File: config.mk
export PLATFORM = sky130hd
export DESIGN_NAME = hbd_device_flat
export DESIGN_NICKNAME = d
export VERILOG_FILES = /design/src/hbd_pkg.sv /design/src/hbd_if.sv /design/src/hbd_device.sv /design/src/flat_wrapper.sv
export VERILOG_INCLUDE_DIRS = /design/src
export SDC_FILE = /design/constraint.sdc
export NUM_CORES = 1
export LEC_CHECK = 0
export ABC_AREA = 0
export BUFFER_PORTS_ARGS = -buffer_cell sky130_fd_sc_hd__clkbuf_2
export CAP_MARGIN = 5
export CORE_UTILIZATION = 40
export DETAILED_ROUTE_END_ITERATION = 16
export GPL_TIMING_DRIVEN = 1
export SLEW_MARGIN = 0
export SYNTH_ARGS = -nofsm -noshare
export SYNTH_HDL_FRONTEND = slang
export SYNTH_SLANG_ARGS = --single-unit
export TNS_END_PERCENT = 100
File: constraint.sdc
create_clock -name ref_clk -period 9 [get_ports ref_clk]
set_clock_uncertainty 0.05 [all_clocks]
set_input_delay 1.8 -clock ref_clk [delete_from_list [all_inputs] [get_ports ref_clk]]
set_output_delay 1.8 -clock ref_clk [all_outputs]
set_load 0.02 [all_outputs]
File: src/hbd_map.svh
/*
 Constants for the dual H-bridge drive control: timing counts at 125 MHz.
 Assumes the includer runs on one 8 ns clock.
*/
`ifndef HBD_MAP_SVH
`define HBD_MAP_SVH
`define HBD_CLK_MHZ 125
`define HBD_BLANK_NS 3100
`define HBD_BLANK_CYC ((`HBD_BLANK_NS * `HBD_CLK_MHZ + 999) / 1000)
`define HBD_DEGLITCH_NS 180
`define HBD_DEGLITCH_CYC ((`HBD_DEGLITCH_NS * `HBD_CLK_MHZ + 999) / 1000)
`define HBD_RETRY_US 1500
`define HBD_RETRY_CYC (`HBD_RETRY_US * `HBD_CLK_MHZ)
`define HBD_PWM_KHZ 50
`define HBD_PWM_CYC ((`HBD_CLK_MHZ * 1000) / `HBD_PWM_KHZ)
`define HBD_WAKE_US 1
`define HBD_WAKE_CYC (`HBD_WAKE_US * `HBD_CLK_MHZ)
`define HBD_CNT_W 18
`define HBD_FET_HS1 0
`define HBD_FET_LS1 1
`define HBD_FET_HS2 2
`define HBD_FET_LS2 3
`endif

File: src/hbd_pkg.sv
/*
 Types shared by both ends of the dual H-bridge link.
 Assumes nothing beyond a SystemVerilog compiler.
*/
package hbd_pkg;
   typedef enum logic [3:0] {
      HBD_RUN = 4'h1,
      HBD_OC_TRIP = 4'h2,
      HBD_OC_RETRY = 4'h4,
      HBD_SPARE = 4'h8
   } hbd_oc_state_t;
   typedef enum logic [2:0] {
      HBD_CMD_COAST = 3'h0,
      HBD_CMD_FWD = 3'h1,
      HBD_CMD_REV = 3'h2,
      HBD_CMD_BRAKE = 3'h3,
      HBD_CMD_FWD_FAST = 3'h4,
      HBD_CMD_FWD_SLOW = 3'h5,
      HBD_CMD_REV_FAST = 3'h6,
      HBD_CMD_REV_SLOW = 3'h7
   } hbd_cmd_t;
endpackage

File: src/hbd_if.sv
/*
 Pin-level link between the host controller and the bridge device.
 Assumes both ends run on ref_clk; the fault line is open drain, pulled high here.
*/
`timescale 1ns/1ns
interface hbd_if;
   logic low_power_request_n;
   logic [1:0] bridge_input_one;
   logic [1:0] bridge_input_two;
   logic fault_out_o;
   logic fault_out_oe;
   logic fault_flag_out_n;
   assign fault_flag_out_n = !(fault_out_oe && !fault_out_o);
   modport device (
      input low_power_request_n,
      input bridge_input_one,
      input bridge_input_two,
      output fault_out_o,
      output fault_out_oe
   );
   modport host (
      output low_power_request_n,
      output bridge_input_one,
      output bridge_input_two,
      input fault_flag_out_n
   );
endinterface

File: src/hbd_device.sv
/*
 Device end: IN/IN decode, fixed-frequency current chopping with blanking,
 per-bridge overcurrent shutdown with retry, thermal cutout, sleep and lockout.
 Assumes comparator, overcurrent and temperature flags arrive synchronous to ref_clk.
*/
`timescale 1ns/1ns
`include "hbd_map.svh"
module hbd_device #(
   parameter int RETRY_CYC = `HBD_RETRY_CYC
) (
   input wire logic ref_clk,
   input wire logic rst,
   hbd_if.device pins,
   input wire logic [1:0] chop_trip,
   input wire logic [3:0] overcurrent_guard_a,
   input wire logic [3:0] overcurrent_guard_b,
   input wire logic thermal_cutout,
   input wire logic supply_lockout,
   output logic [3:0] fet_gate_a,
   output logic [3:0] fet_gate_b,
   output logic charge_pump_en,
   output logic [1:0] bridge_shutdown
);
   import hbd_pkg::*;

   localparam logic [`HBD_CNT_W-1:0] PWM_LAST = `HBD_CNT_W'(`HBD_PWM_CYC - 1);
   localparam logic [`HBD_CNT_W-1:0] BLANK_LAST = `HBD_CNT_W'(`HBD_BLANK_CYC - 1);
   localparam logic [`HBD_CNT_W-1:0] DEG_LAST = `HBD_CNT_W'(`HBD_DEGLITCH_CYC - 1);
   localparam logic [`HBD_CNT_W-1:0] RETRY_LAST = `HBD_CNT_W'(RETRY_CYC - 1);

   // Sleep and lockout both hold the counters, chop flags and overcurrent state in reset
   logic lrst;
   assign lrst = rst || !pins.low_power_request_n || supply_lockout;
   assign charge_pump_en = !lrst;

   // Fixed-frequency period counter shared by both bridges
   logic [`HBD_CNT_W-1:0] pwm_cnt_q;
   logic period_start;
   assign period_start = (pwm_cnt_q == PWM_LAST);
   always_ff @(posedge ref_clk or posedge rst) begin
      if (rst) begin
         pwm_cnt_q <= '0;
      end else if (lrst) begin
         pwm_cnt_q <= '0;
      end else if (period_start) begin
         pwm_cnt_q <= '0;
      end else begin
         pwm_cnt_q <= pwm_cnt_q + `HBD_CNT_W'(1);
      end
   end

   logic [1:0] oc_fault;
   logic [3:0] gate [2];
   logic [3:0] ocg [2];
   assign ocg[0] = overcurrent_guard_a;
   assign ocg[1] = overcurrent_guard_b;
   assign fet_gate_a = gate[0];
   assign fet_gate_b = gate[1];

   genvar gi;
   generate
      for (gi = 0; gi < 2; gi++) begin : g_br
         logic in1, in2, drive, chopped_q, oc_any;
         logic [`HBD_CNT_W-1:0] blank_q, deg_q, retry_q;
         hbd_oc_state_t oc_q;
         logic [3:0] g_d;
         logic [3:0] g_q;
         // Inputs are ignored by forcing them low while asleep
         assign in1 = pins.bridge_input_one[gi] && !lrst;
         assign in2 = pins.bridge_input_two[gi] && !lrst;
         assign drive = in1 ^ in2;
         assign oc_any = |ocg[gi];

         // Blanking restarts whenever drive starts or a period begins while chopped
         always_ff @(posedge ref_clk or posedge rst) begin
            if (rst) begin
               blank_q <= '0;
            end else if (lrst || !drive) begin
               blank_q <= '0;
            end else if (period_start && chopped_q) begin
               blank_q <= '0;
            end else if (blank_q != BLANK_LAST) begin
               blank_q <= blank_q + `HBD_CNT_W'(1);
            end
         end

         always_ff @(posedge ref_clk or posedge rst) begin
            if (rst) begin
               chopped_q <= 1'b0;
            end else if (lrst || !drive || period_start) begin
               chopped_q <= 1'b0;
            end else if (chop_trip[gi] && blank_q == BLANK_LAST) begin
               chopped_q <= 1'b1;
            end
         end

         // Overcurrent deglitch and retry
         always_ff @(posedge ref_clk or posedge rst) begin
            if (rst) begin
               oc_q <= HBD_RUN;
               deg_q <= '0;
               retry_q <= '0;
            end else if (lrst) begin
               oc_q <= HBD_RUN;
               deg_q <= '0;
               retry_q <= '0;
            end else begin
               case (oc_q)
                  HBD_RUN: begin
                     if (!oc_any) begin
                        deg_q <= '0;
                     end else if (deg_q == DEG_LAST) begin
                        oc_q <= HBD_OC_RETRY;
                        retry_q <= '0;
                        deg_q <= '0;
                     end else begin
                        deg_q <= deg_q + `HBD_CNT_W'(1);
                     end
                  end
                  HBD_OC_RETRY: begin
                     if (retry_q == RETRY_LAST) begin
                        oc_q <= HBD_RUN;
                     end else begin
                        retry_q <= retry_q + `HBD_CNT_W'(1);
                     end
                  end
                  default: begin
                     oc_q <= HBD_RUN;
                  end
               endcase
            end
         end
         assign oc_fault[gi] = (oc_q == HBD_OC_RETRY);

         // Gate order: high side 1, low side 1, high side 2, low side 2
         always_comb begin
            g_d = 4'h0;
            if (in1 && !in2) begin
               g_d[`HBD_FET_HS1] = 1'b1;
               g_d[`HBD_FET_LS2] = 1'b1;
            end else if (!in1 && in2) begin
               g_d[`HBD_FET_HS2] = 1'b1;
               g_d[`HBD_FET_LS1] = 1'b1;
            end else if (in1 && in2) begin
               g_d[`HBD_FET_LS1] = 1'b1;
               g_d[`HBD_FET_LS2] = 1'b1;
            end
            // A stale chop flag must not override coast for the cycle it takes to clear
            if (chopped_q && drive) begin
               g_d = 4'h0;
               g_d[`HBD_FET_LS1] = 1'b1;
               g_d[`HBD_FET_LS2] = 1'b1;
            end
            if (oc_fault[gi] || thermal_cutout || lrst) begin
               g_d = 4'h0;
            end
         end

         always_ff @(posedge ref_clk or posedge rst) begin
            if (rst) begin
               g_q <= 4'h0;
            end else begin
               g_q <= g_d;
            end
         end
         assign gate[gi] = g_q;
      end
   endgenerate

   logic fault_q;
   always_ff @(posedge ref_clk or posedge rst) begin
      if (rst) begin
         fault_q <= 1'b0;
      end else begin
         fault_q <= (|oc_fault) || supply_lockout;
      end
   end
   assign pins.fault_out_o = 1'b0;
   assign pins.fault_out_oe = fault_q;
   assign bridge_shutdown = oc_fault;
endmodule

File: src/flat_wrapper.sv
// flat-port wrapper written by rule: the top's interface ports become plain ports
module hbd_device_flat import hbd_pkg::*;
#(
   parameter int RETRY_CYC = `HBD_RETRY_CYC
)
  (ref_clk, rst, chop_trip, overcurrent_guard_a, overcurrent_guard_b, thermal_cutout, supply_lockout, fet_gate_a, fet_gate_b, charge_pump_en, bridge_shutdown, pins_low_power_request_n, pins_bridge_input_one, pins_bridge_input_two, pins_fault_out_o, pins_fault_out_oe);
  hbd_if pins_i ();
  input wire logic ref_clk;
  input wire logic rst;
  input wire logic [1:0] chop_trip;
  input wire logic [3:0] overcurrent_guard_a;
  input wire logic [3:0] overcurrent_guard_b;
  input wire logic thermal_cutout;
  input wire logic supply_lockout;
  output logic [3:0] fet_gate_a;
  output logic [3:0] fet_gate_b;
  output logic charge_pump_en;
  output logic [1:0] bridge_shutdown;
  input wire logic [$bits(pins_i.low_power_request_n)-1:0] pins_low_power_request_n;
  input wire logic [$bits(pins_i.bridge_input_one)-1:0] pins_bridge_input_one;
  input wire logic [$bits(pins_i.bridge_input_two)-1:0] pins_bridge_input_two;
  output wire logic [$bits(pins_i.fault_out_o)-1:0] pins_fault_out_o;
  output wire logic [$bits(pins_i.fault_out_oe)-1:0] pins_fault_out_oe;
  assign pins_i.low_power_request_n = pins_low_power_request_n;
  assign pins_i.bridge_input_one = pins_bridge_input_one;
  assign pins_i.bridge_input_two = pins_bridge_input_two;
  assign pins_fault_out_o = pins_i.fault_out_o;
  assign pins_fault_out_oe = pins_i.fault_out_oe;
  hbd_device #(.RETRY_CYC(RETRY_CYC)) u_core (.ref_clk(ref_clk), .rst(rst), .pins(pins_i), .chop_trip(chop_trip), .overcurrent_guard_a(overcurrent_guard_a), .overcurrent_guard_b(overcurrent_guard_b), .thermal_cutout(thermal_cutout), .supply_lockout(supply_lockout), .fet_gate_a(fet_gate_a), .fet_gate_b(fet_gate_b), .charge_pump_en(charge_pump_en), .bridge_shutdown(bridge_shutdown));
endmodule
## After elaboration in Yosys (flattened, before gate mapping)

Index checks and enable logic that the tools add are counted.

| storage, ports and cells | value |
|---|---|
| logic and storage cells | 152 |
| input port bits | 19 |
| flip-flop bits (word level) | 145 |
| output and inout port bits | 13 |

| operators by class | value |
|---|---|
| bitwise logic cells | 2 |
| reduce and logical (&&, ||, !) cells | 50 |
| muxes and demuxes | 58 |
| add/sub/neg operators | 7 |
| equal/unequal tests | 21 |

Operators with widths:

| operator | number |
|---|---|
| 18-bit two-way mux | 24 |
| 18-bit by 1-bit adder with 18-bit output (second input constant) | 7 |
| 18-bit case mux with 2 select lines | 2 |
| 4-bit two-way mux | 12 |
| 18-bit equality test (second input constant) | 2 |
| 18-bit by 5-bit equality test with 1-bit output (second input constant) | 2 |
| 18-bit by 9-bit equality test with 1-bit output (second input constant) | 2 |
| 18-bit by 9-bit != test with 1-bit output (second input constant) | 2 |
| 18-bit by 12-bit equality test with 1-bit output (second input constant) | 1 |
| 1-bit logical AND | 16 |
| 1-bit two-way mux | 16 |
| 4-bit case mux with 2 select lines | 2 |
| 3-bit by 1-bit != test with 1-bit output (second input constant) | 4 |
| 3-bit by 2-bit != test with 1-bit output (second input constant) | 4 |
| 3-bit nonzero test | 4 |
| 1-bit logical OR | 11 |
| 4-bit by 1-bit equality test with 1-bit output (second input constant) | 2 |
| 4-bit by 3-bit equality test with 1-bit output (second input constant) | 2 |
| 1-bit zero test | 8 |
| 4-bit AND reduction | 2 |
| 2-bit nonzero test | 4 |
| 4-bit OR reduction | 2 |
| 3-bit AND reduction | 2 |
| 2-bit two-way mux | 2 |
| 2 further kinds | 3 |

## Logic depth before layout (Yosys ltp)

Gate-level depths: netlist of run 1.

| logic depth | value |
|---|---|
| word-level depth | 11 |
| mapped depth | 9 |
| mapped depth without buffers | 7 |

## Worst setup path after synthesis of run 1

OpenSTA, ideal clock, no wires.

| timing | value |
|---|---|
| path kind | input-to-output |
| start point | input rst |
| end point | output charge_pump_en |
| cell stages on the path | 3 |
| required time | 7.150 ns |
| arrival | 2.712 ns |
| path slack | 4.438 ns |
| cell sequence | or3b_1 -> inv_2 -> clkbuf_1 |

| on the way | value |
|---|---|
| longest elaborated chain between the ends | 3 |

Ends and longest elaborated chain:

| what | RTL line | RTL |
|---|---|---|
| from (decl) | flat_wrapper.sv:9 | `input wire logic rst;` |
| 1-bit logical OR (2 in series) | hbd_device.sv:33 | `assign lrst = rst \|\| !pins.low_power_request_n \|\| supply_lockout;` |
| 1-bit zero test | hbd_device.sv:34 | `assign charge_pump_en = !lrst;` |
| to (decl) | flat_wrapper.sv:17 | `output logic charge_pump_en;` |

No other way between the ends.

## Worst setup path after layout of run 1

Same ends and word-level chain as after synthesis.

==> results of run 1 <==
-- area by class of cell --
cell class	count	area, um2
clock buffer	18	429
clock inverter	14	143
fill	1748	9700
inverter	24	95.1
multi-input combinational	599	3660
sequential	141	3530
tap	229	287
timing repair buffer	34	180
-- layer usage --
layer | global-route usage (%) | vias to the layer above | share of wire [%]
li1 | - | 2906 | -
met1 | 23.0 | 2820 | 50
met2 | 26.0 | 81 | 46
met3 | 4.57 | 10 | 3.6
met4 | 4.34 | 0 | 0.76
met5 | 0 | - | 0
-- where the power goes --
group          internal [mW]  total (mW)  switching (mW)
sequential             0.636       0.637         0.00135
clock                  0.408       0.682           0.274
combinational        0.00902      0.0377          0.0286
-- kinds of logic after synthesis --
family                   count (synthesis)  synth area share, %
AO/OA/AOI/OAI                          134                 11.7
XOR/XNOR                                59                 6.98
multiplexers                             7                 1.10
AND/OR/NAND/NOR                        385                 27.3
other                                    1               0.0507
flip-flops                             141                 47.7
adder cells (fa/ha/maj)                 13                 2.20
buffers and inverters                   53                 2.93
-- worst max-delay path, stage by stage --
cell,delay [ps]
clkbuf_2,120
or3b_1,600
inv_2,360
clkbuf_2,230
-- flip-flops by register name (all words and copies together) (netlist names) --
| name | cells |
|---|---|
| u_core.g_br.blank_q | 36 |
| u_core.g_br.chopped_q | 2 |
| u_core.g_br.deg_q | 36 |
| u_core.fet_gate_a | 4 |
| u_core.pins.fault_out_oe | 1 |
| u_core.g_br.retry_q | 36 |
| u_core.pwm_cnt_q | 18 |
| u_core.fet_gate_b | 4 |
| u_core.g_br.oc_q | 4 |
-- worst max path at each step --
stage | from | end | slack (ps) | cells past startpoint
2_1_floorplan | rst | u_core.fet_gate_a[0] | 3370 | 1
3_3_place_gp | rst | charge_pump_en | 4080 | 4
3_5_place_dp | rst | charge_pump_en | 4040 | 4
4_1_cts | rst | charge_pump_en | 4030 | 4
5_1_grt | rst | charge_pump_en | 3940 | 4
6_report | rst | charge_pump_en | 4040 | 4
-- cells in the final DEF, fill, tap and decap left out, types with 3 or more instances in the layout --
| cell | n |
|---|---|
| or4_1 | 15 |
| clkbuf_16 | 17 |
| a41oi_1 | 7 |
| ha_1 | 13 |
| or3_1 | 19 |
| nand4_1 | 18 |
| nor2_1 | 92 |
| inv_6 | 4 |
| nor3_1 | 16 |
| clkinv_2 | 5 |
| a22o_1 | 4 |
| xor2_1 | 32 |
| mux2i_1 | 4 |
| clkbuf_2 | 30 |
| nor2b_1 | 5 |
| buf_4 | 4 |
| a31oi_1 | 26 |
| nor4b_1 | 7 |
| xnor2_1 | 27 |
| nand2b_1 | 11 |
| o21ai_0 | 14 |
| dfrtp_1 | 139 |
| inv_1 | 22 |
| o21ai_1 | 13 |
| a21oi_1 | 34 |
| nand2_1 | 72 |
| clkinvlp_4 | 3 |
| nand3_1 | 54 |
| nand4b_1 | 3 |
| and3_1 | 30 |
| nor4_1 | 14 |
| a21o_1 | 4 |
| and4_1 | 11 |
| o211ai_1 | 14 |
| and2_1 | 6 |
| o21a_1 | 5 |
-- per-stage QoR --
step                      utilization, %  cell area, um2  hold WS [ps]  instances  power, mW
after floorplan                        -            7400           416        793      0.674
after global placement              43.0            7750           450       1027      0.688
after detailed placement            43.0            7750           448       1027      0.688
after CTS                           46.2            8320           456       1059       1.38
after global routing                46.2            8320           488       1059       1.41
final                               46.2            8320           453       1059       1.36
==> results.cfg, run 1 <==
[status]
outcome = finished clean

[drt]
routed_wl_um = 15100
num_vias = 5817
dr.pass1.iters = 5
drc = 0
wl_per_cell_um = 14.3
ant_nets = 0
drt_iter0_drc = 308
drt-vias-per-instance = 5.49

[floorplan]
rows = 49
core_um2 = 18000
start_util_pct = 41.0
design.die.area_um2 = 19000
fp.dieH_um = 138
ios = 32
die_x_um = 138

[power]
power_density_nw_per_um2 = 163
peakVddDrop_mv = 0.133
leakagePower_nw = 3.45

[sta]
rsz0062_at_grt = no
setup_viol = 0
post-route-period-util_pct = 55.2
finalSetupTns_ps = 0
hold_viol = 0
timing.fmax_mhz = 201
worst_pin_slew_ps = 1150
final.setup.worst_slack_ps = 4040
worst_slew_margin_rel_pct = 22.9
drv_slew = 0
period_minus_slack_ps = 4960

[clock_tree]
postCtsSetupBuffers = 0
numCtsBuffers = 17
cts_root_buffer = clkbuf_16
cts_resized = 0
clock-sinks = 141
clkSlewWorstSetupHoldPaths_ps = 60
cts_tree = built
clockBufferDepth = 2
cts_hold_buf = 0
clock_latency_ps = 420
htree_levels = 4

[run]
maxCapViolCount = 0

[yosys]
yosysSeqAreaShare_pct = 47.7
synth_edf_count = 0
yosys_warnings = 0
yosys.cell_count.top_type = dfrtp_1
netlist_area_um2 = 7400
ys_types = 60
syn-num-nets = 825
yosysTopAreaCellShare_pct = 47.0
postSynthAreaPerCell_um2 = 9.33
synth_top_cell_by_area = dfrtp_1
yosys_register_bits = 141
synthFlopType = dfrtp_1
synthTopCellsByArea = dfrtp_1, nor2_1, xor2_1
syn_inst = 793
synth_top_cells_by_count = dfrtp_1, nor2_1, nand2_1
synth-async-reset-ratio_pct = 100

[place]
post-dp-hpwl_um = 10100
place_congestion = 0.762
dp_slack_ps = 4040
portBuffers = 30

[finish]
drive_above_1_share_pct = 9.64
area_delta_synth_final_pct = 12.5
nets = 849
antennaDiodeCount = 0

[worst_setup_path]
reg2reg_to = u_core.g_br[0].deg_q[9]
reg2reg_depth = 8
crit_type = primary input to output port
rrSetupSlack_ps = 6510
regToRegStartpoint = u_core.g_br[0].deg_q[0]
worstSetupEndpointType = output port
cp.arrival_ps = 3110
crit_required_ps = 7150
cp-start-kind = primary input
critPathMaxFanout = 19

[worst_hold_path]
whs_path_depth = 1
min-delay-start = u_core.pwm_cnt_q[0]
min-delay-path-class = register to register
whs_endpoint = u_core.pwm_cnt_q[0]

[grt]
antenna_found_initial = 0
grt-ovfl-total = 0
grt_usage_pct = 16.7
grt_pass1_wl_um = 26400
grt_max_degree = 79
grt_pass1_vias = 5510
Note: power is estimated with default switching activity, not from simulation.
==> inputs of run 2 (changes only) <==
ABC_AREA = 1   (was 0)
clock period = 4.5 ns   (was 9 ns; I/O delays follow)
==> run 2 against run 1 <==
Sequential cell count unchanged. Critical path depth is the same. Register-to-register slack worse by 4300 ps. Combinational power rose by 130%. Count of clock-buffer cells in the layout up 2. Worst hold slack improved by 33 ps. Cell area rose by 14%. Synthesized cell count rose by 47%. Largest cell class unchanged. Largest power group unchanged. Highest routed layer unchanged.
==> results.cfg, run 2 <==
[finish]
nets = 1224
nFillCells = 2101
layout.area.seq_um2 = 3530
area_delta_synth_final_pct = 11.1
top_regs = u_core.g_br.blank_q: 36 flops, u_core.g_br.deg_q: 36 flops, u_core.g_br.retry_q: 36 flops
drive_above_1_share_pct = 11.0
multi_input_area_um2 = 4260
final_cell_mix = nand2_1, nor2_1, inv_1
antennaDiodeCount = 0
layout_commonest_cell = nand2_1

[drt]
dr.pass1.iters = 5
drt-vias-per-instance = 4.99
ant_nets = 0
wl_per_cell_um = 12.8
drt_iter0_drc = 458
drc = 0
num_vias = 7379
routed_wl_um = 19000

[sta]
worst_pin_slew_ps = 797
hold_viol = 0
period_minus_slack_ps = 2820
worst_slew_margin_rel_pct = 46.8
rsz0062_at_grt = no
post-route-period-util_pct = 62.7
setup_viol = 0
final.setup.worst_slack_ps = 1680
timing.fmax_mhz = 355
fin_hold_ws_ps = 486
finalSetupTns_ps = 0
drv_slew = 0

[worst_setup_path]
worstSetupEndpointType = output port
crit_required_ps = 3550
cp.arrival_ps = 1870
critPathMaxFanout = 16
cp-start-kind = register
crit_type = register to output port

[run]
maxCapViolCount = 0

[floorplan]
start_util_pct = 40.7
design.die.area_um2 = 21900
rows = 53
ios = 32
die_x_um = 148
core_um2 = 21000
fp.dieH_um = 148

[clock_tree]
clock_latency_ps = 430
cts_tree = built
clockBufferDepth = 2
numCtsBuffers = 17
cts_resized = 0
postCtsSetupBuffers = 0
clkSlewWorstSetupHoldPaths_ps = 60
cts_root_buffer = clkbuf_16
cts_hold_buf = 0
clock-sinks = 141
htree_levels = 4

[yosys]
yosys_warnings = 0
yosysSeqAreaShare_pct = 41.4
yosys_register_bits = 141
synth_top_cells_by_count = nand2_1, nor2_1, inv_1
yosys.cell_count.top_type = nand2_1
yosysTopAreaCellShare_pct = 40.8
synthFlopType = dfrtp_1
syn_inst = 1162
syn-num-nets = 1194
synth_edf_count = 0
synth-async-reset-ratio_pct = 100
ys_types = 42
netlist_area_um2 = 8530
synthTopCellsByArea = dfrtp_1, nand2_1, nor2_1
postSynthAreaPerCell_um2 = 7.34
synth_top_cell_by_area = dfrtp_1

[grt]
antenna_found_initial = 0
grt_usage_pct = 18.7
grt_pass1_wl_um = 33100
grt-ovfl-total = 0
grt_pass1_vias = 6916
grt_max_degree = 142

[power]
peakVddDrop_mv = 0.225
leakagePower_nw = 3.88
power_density_nw_per_um2 = 289
design_power_total_mw = 2.74

[place]
post-dp-hpwl_um = 13200
portBuffers = 30
place_congestion = 0.873
dp_slack_ps = 1290

[worst_hold_path]
min-delay-path-class = register to register

[status]
outcome = finished clean
==> run 2: cell types whose count changed in the layout (fill, tap and decap cells not counted), moves of 29 or more <==
cell | before | now
nand4_1 | 18 | 58
inv_1 | 22 | 142
and3_1 | 30 | 0
nor3_1 | 16 | 45
nand2_1 | 72 | 264
nand3_1 | 54 | 84
nor2_1 | 92 | 171
==> run 2: layout make-up <==
class,instances,area share [%]
inverter,155,6.19
clock buffer,20,4.82
timing repair buffer,33,1.95
clock inverter,12,1.28
tap,275,3.63
multi-input combinational,844,44.9
sequential,141,37.2
==> run 2: path summary, 6_finish.rpt <==
path / start / end / slack, ps / depth (start not counted)
min in group asynchronous: rst / u_core.g_br[1].blank_q[8] / 640 / 3
max: u_core.g_br[1].oc_q[0] / bridge_shutdown[1] / 1680 / 4
min: u_core.pwm_cnt_q[0] / u_core.pwm_cnt_q[0] / 490 / 1
max in group asynchronous: rst / u_core.g_br[0].blank_q[16] / 3130 / 3
min reg2reg: u_core.pwm_cnt_q[0] / u_core.pwm_cnt_q[0] / 490 / 1
max reg2reg: u_core.g_br[1].oc_q[0] / u_core.g_br[1].retry_q[15] / 2220 / 8
==> run 2: report_power, final <==
group | switching, mW | internal (mW)
Clock | 0.538 | 0.838
Combinational | 0.0675 | 0.0175
Sequential | 0.00280 | 1.27
Total | 0.609 | 2.13
==> run 2: through the flow <==
stage / util, % / std cells / instance area [um2]
floorplan: - / 1162 / 8530
global placement: 42.5 / 1448 / 8900
detailed placement: 42.5 / 1448 / 8900
CTS: 45.2 / 1480 / 9480
global route: 45.2 / 1480 / 9480
finish: 45.2 / 1480 / 9480
==> run 2: kinds of logic after synthesis <==
logic type / share of synthesized area [%]
and+or+nand+nor: 35.2
buffers and inverters: 8.75
DFF: 41.4
AOI/OAI and AO/OA: 8.49
xor gates and xnor gates: 4.21
adders and majority gates: 1.91
other: 0.0439
==> run 2: critical path, cell delays in order, from the launching register on <==
cell,delay [ps]
dfstp_2,360
inv_1,50
nand2_1,210
inv_1,550
clkbuf_2,280
==> run 2: per-layer routing <==
layer  wire length (um)  vias to the layer above  GRT usage [%]  part of all wire [%]
li1                   -                     3845              -                     -
met1               9790                     3390           26.5                    52
met2               8340                      124           28.4                    44
met3                615                       20           4.36                   3.2
met4                235                        0           5.10                   1.2
met5                  0                        -              0                     0
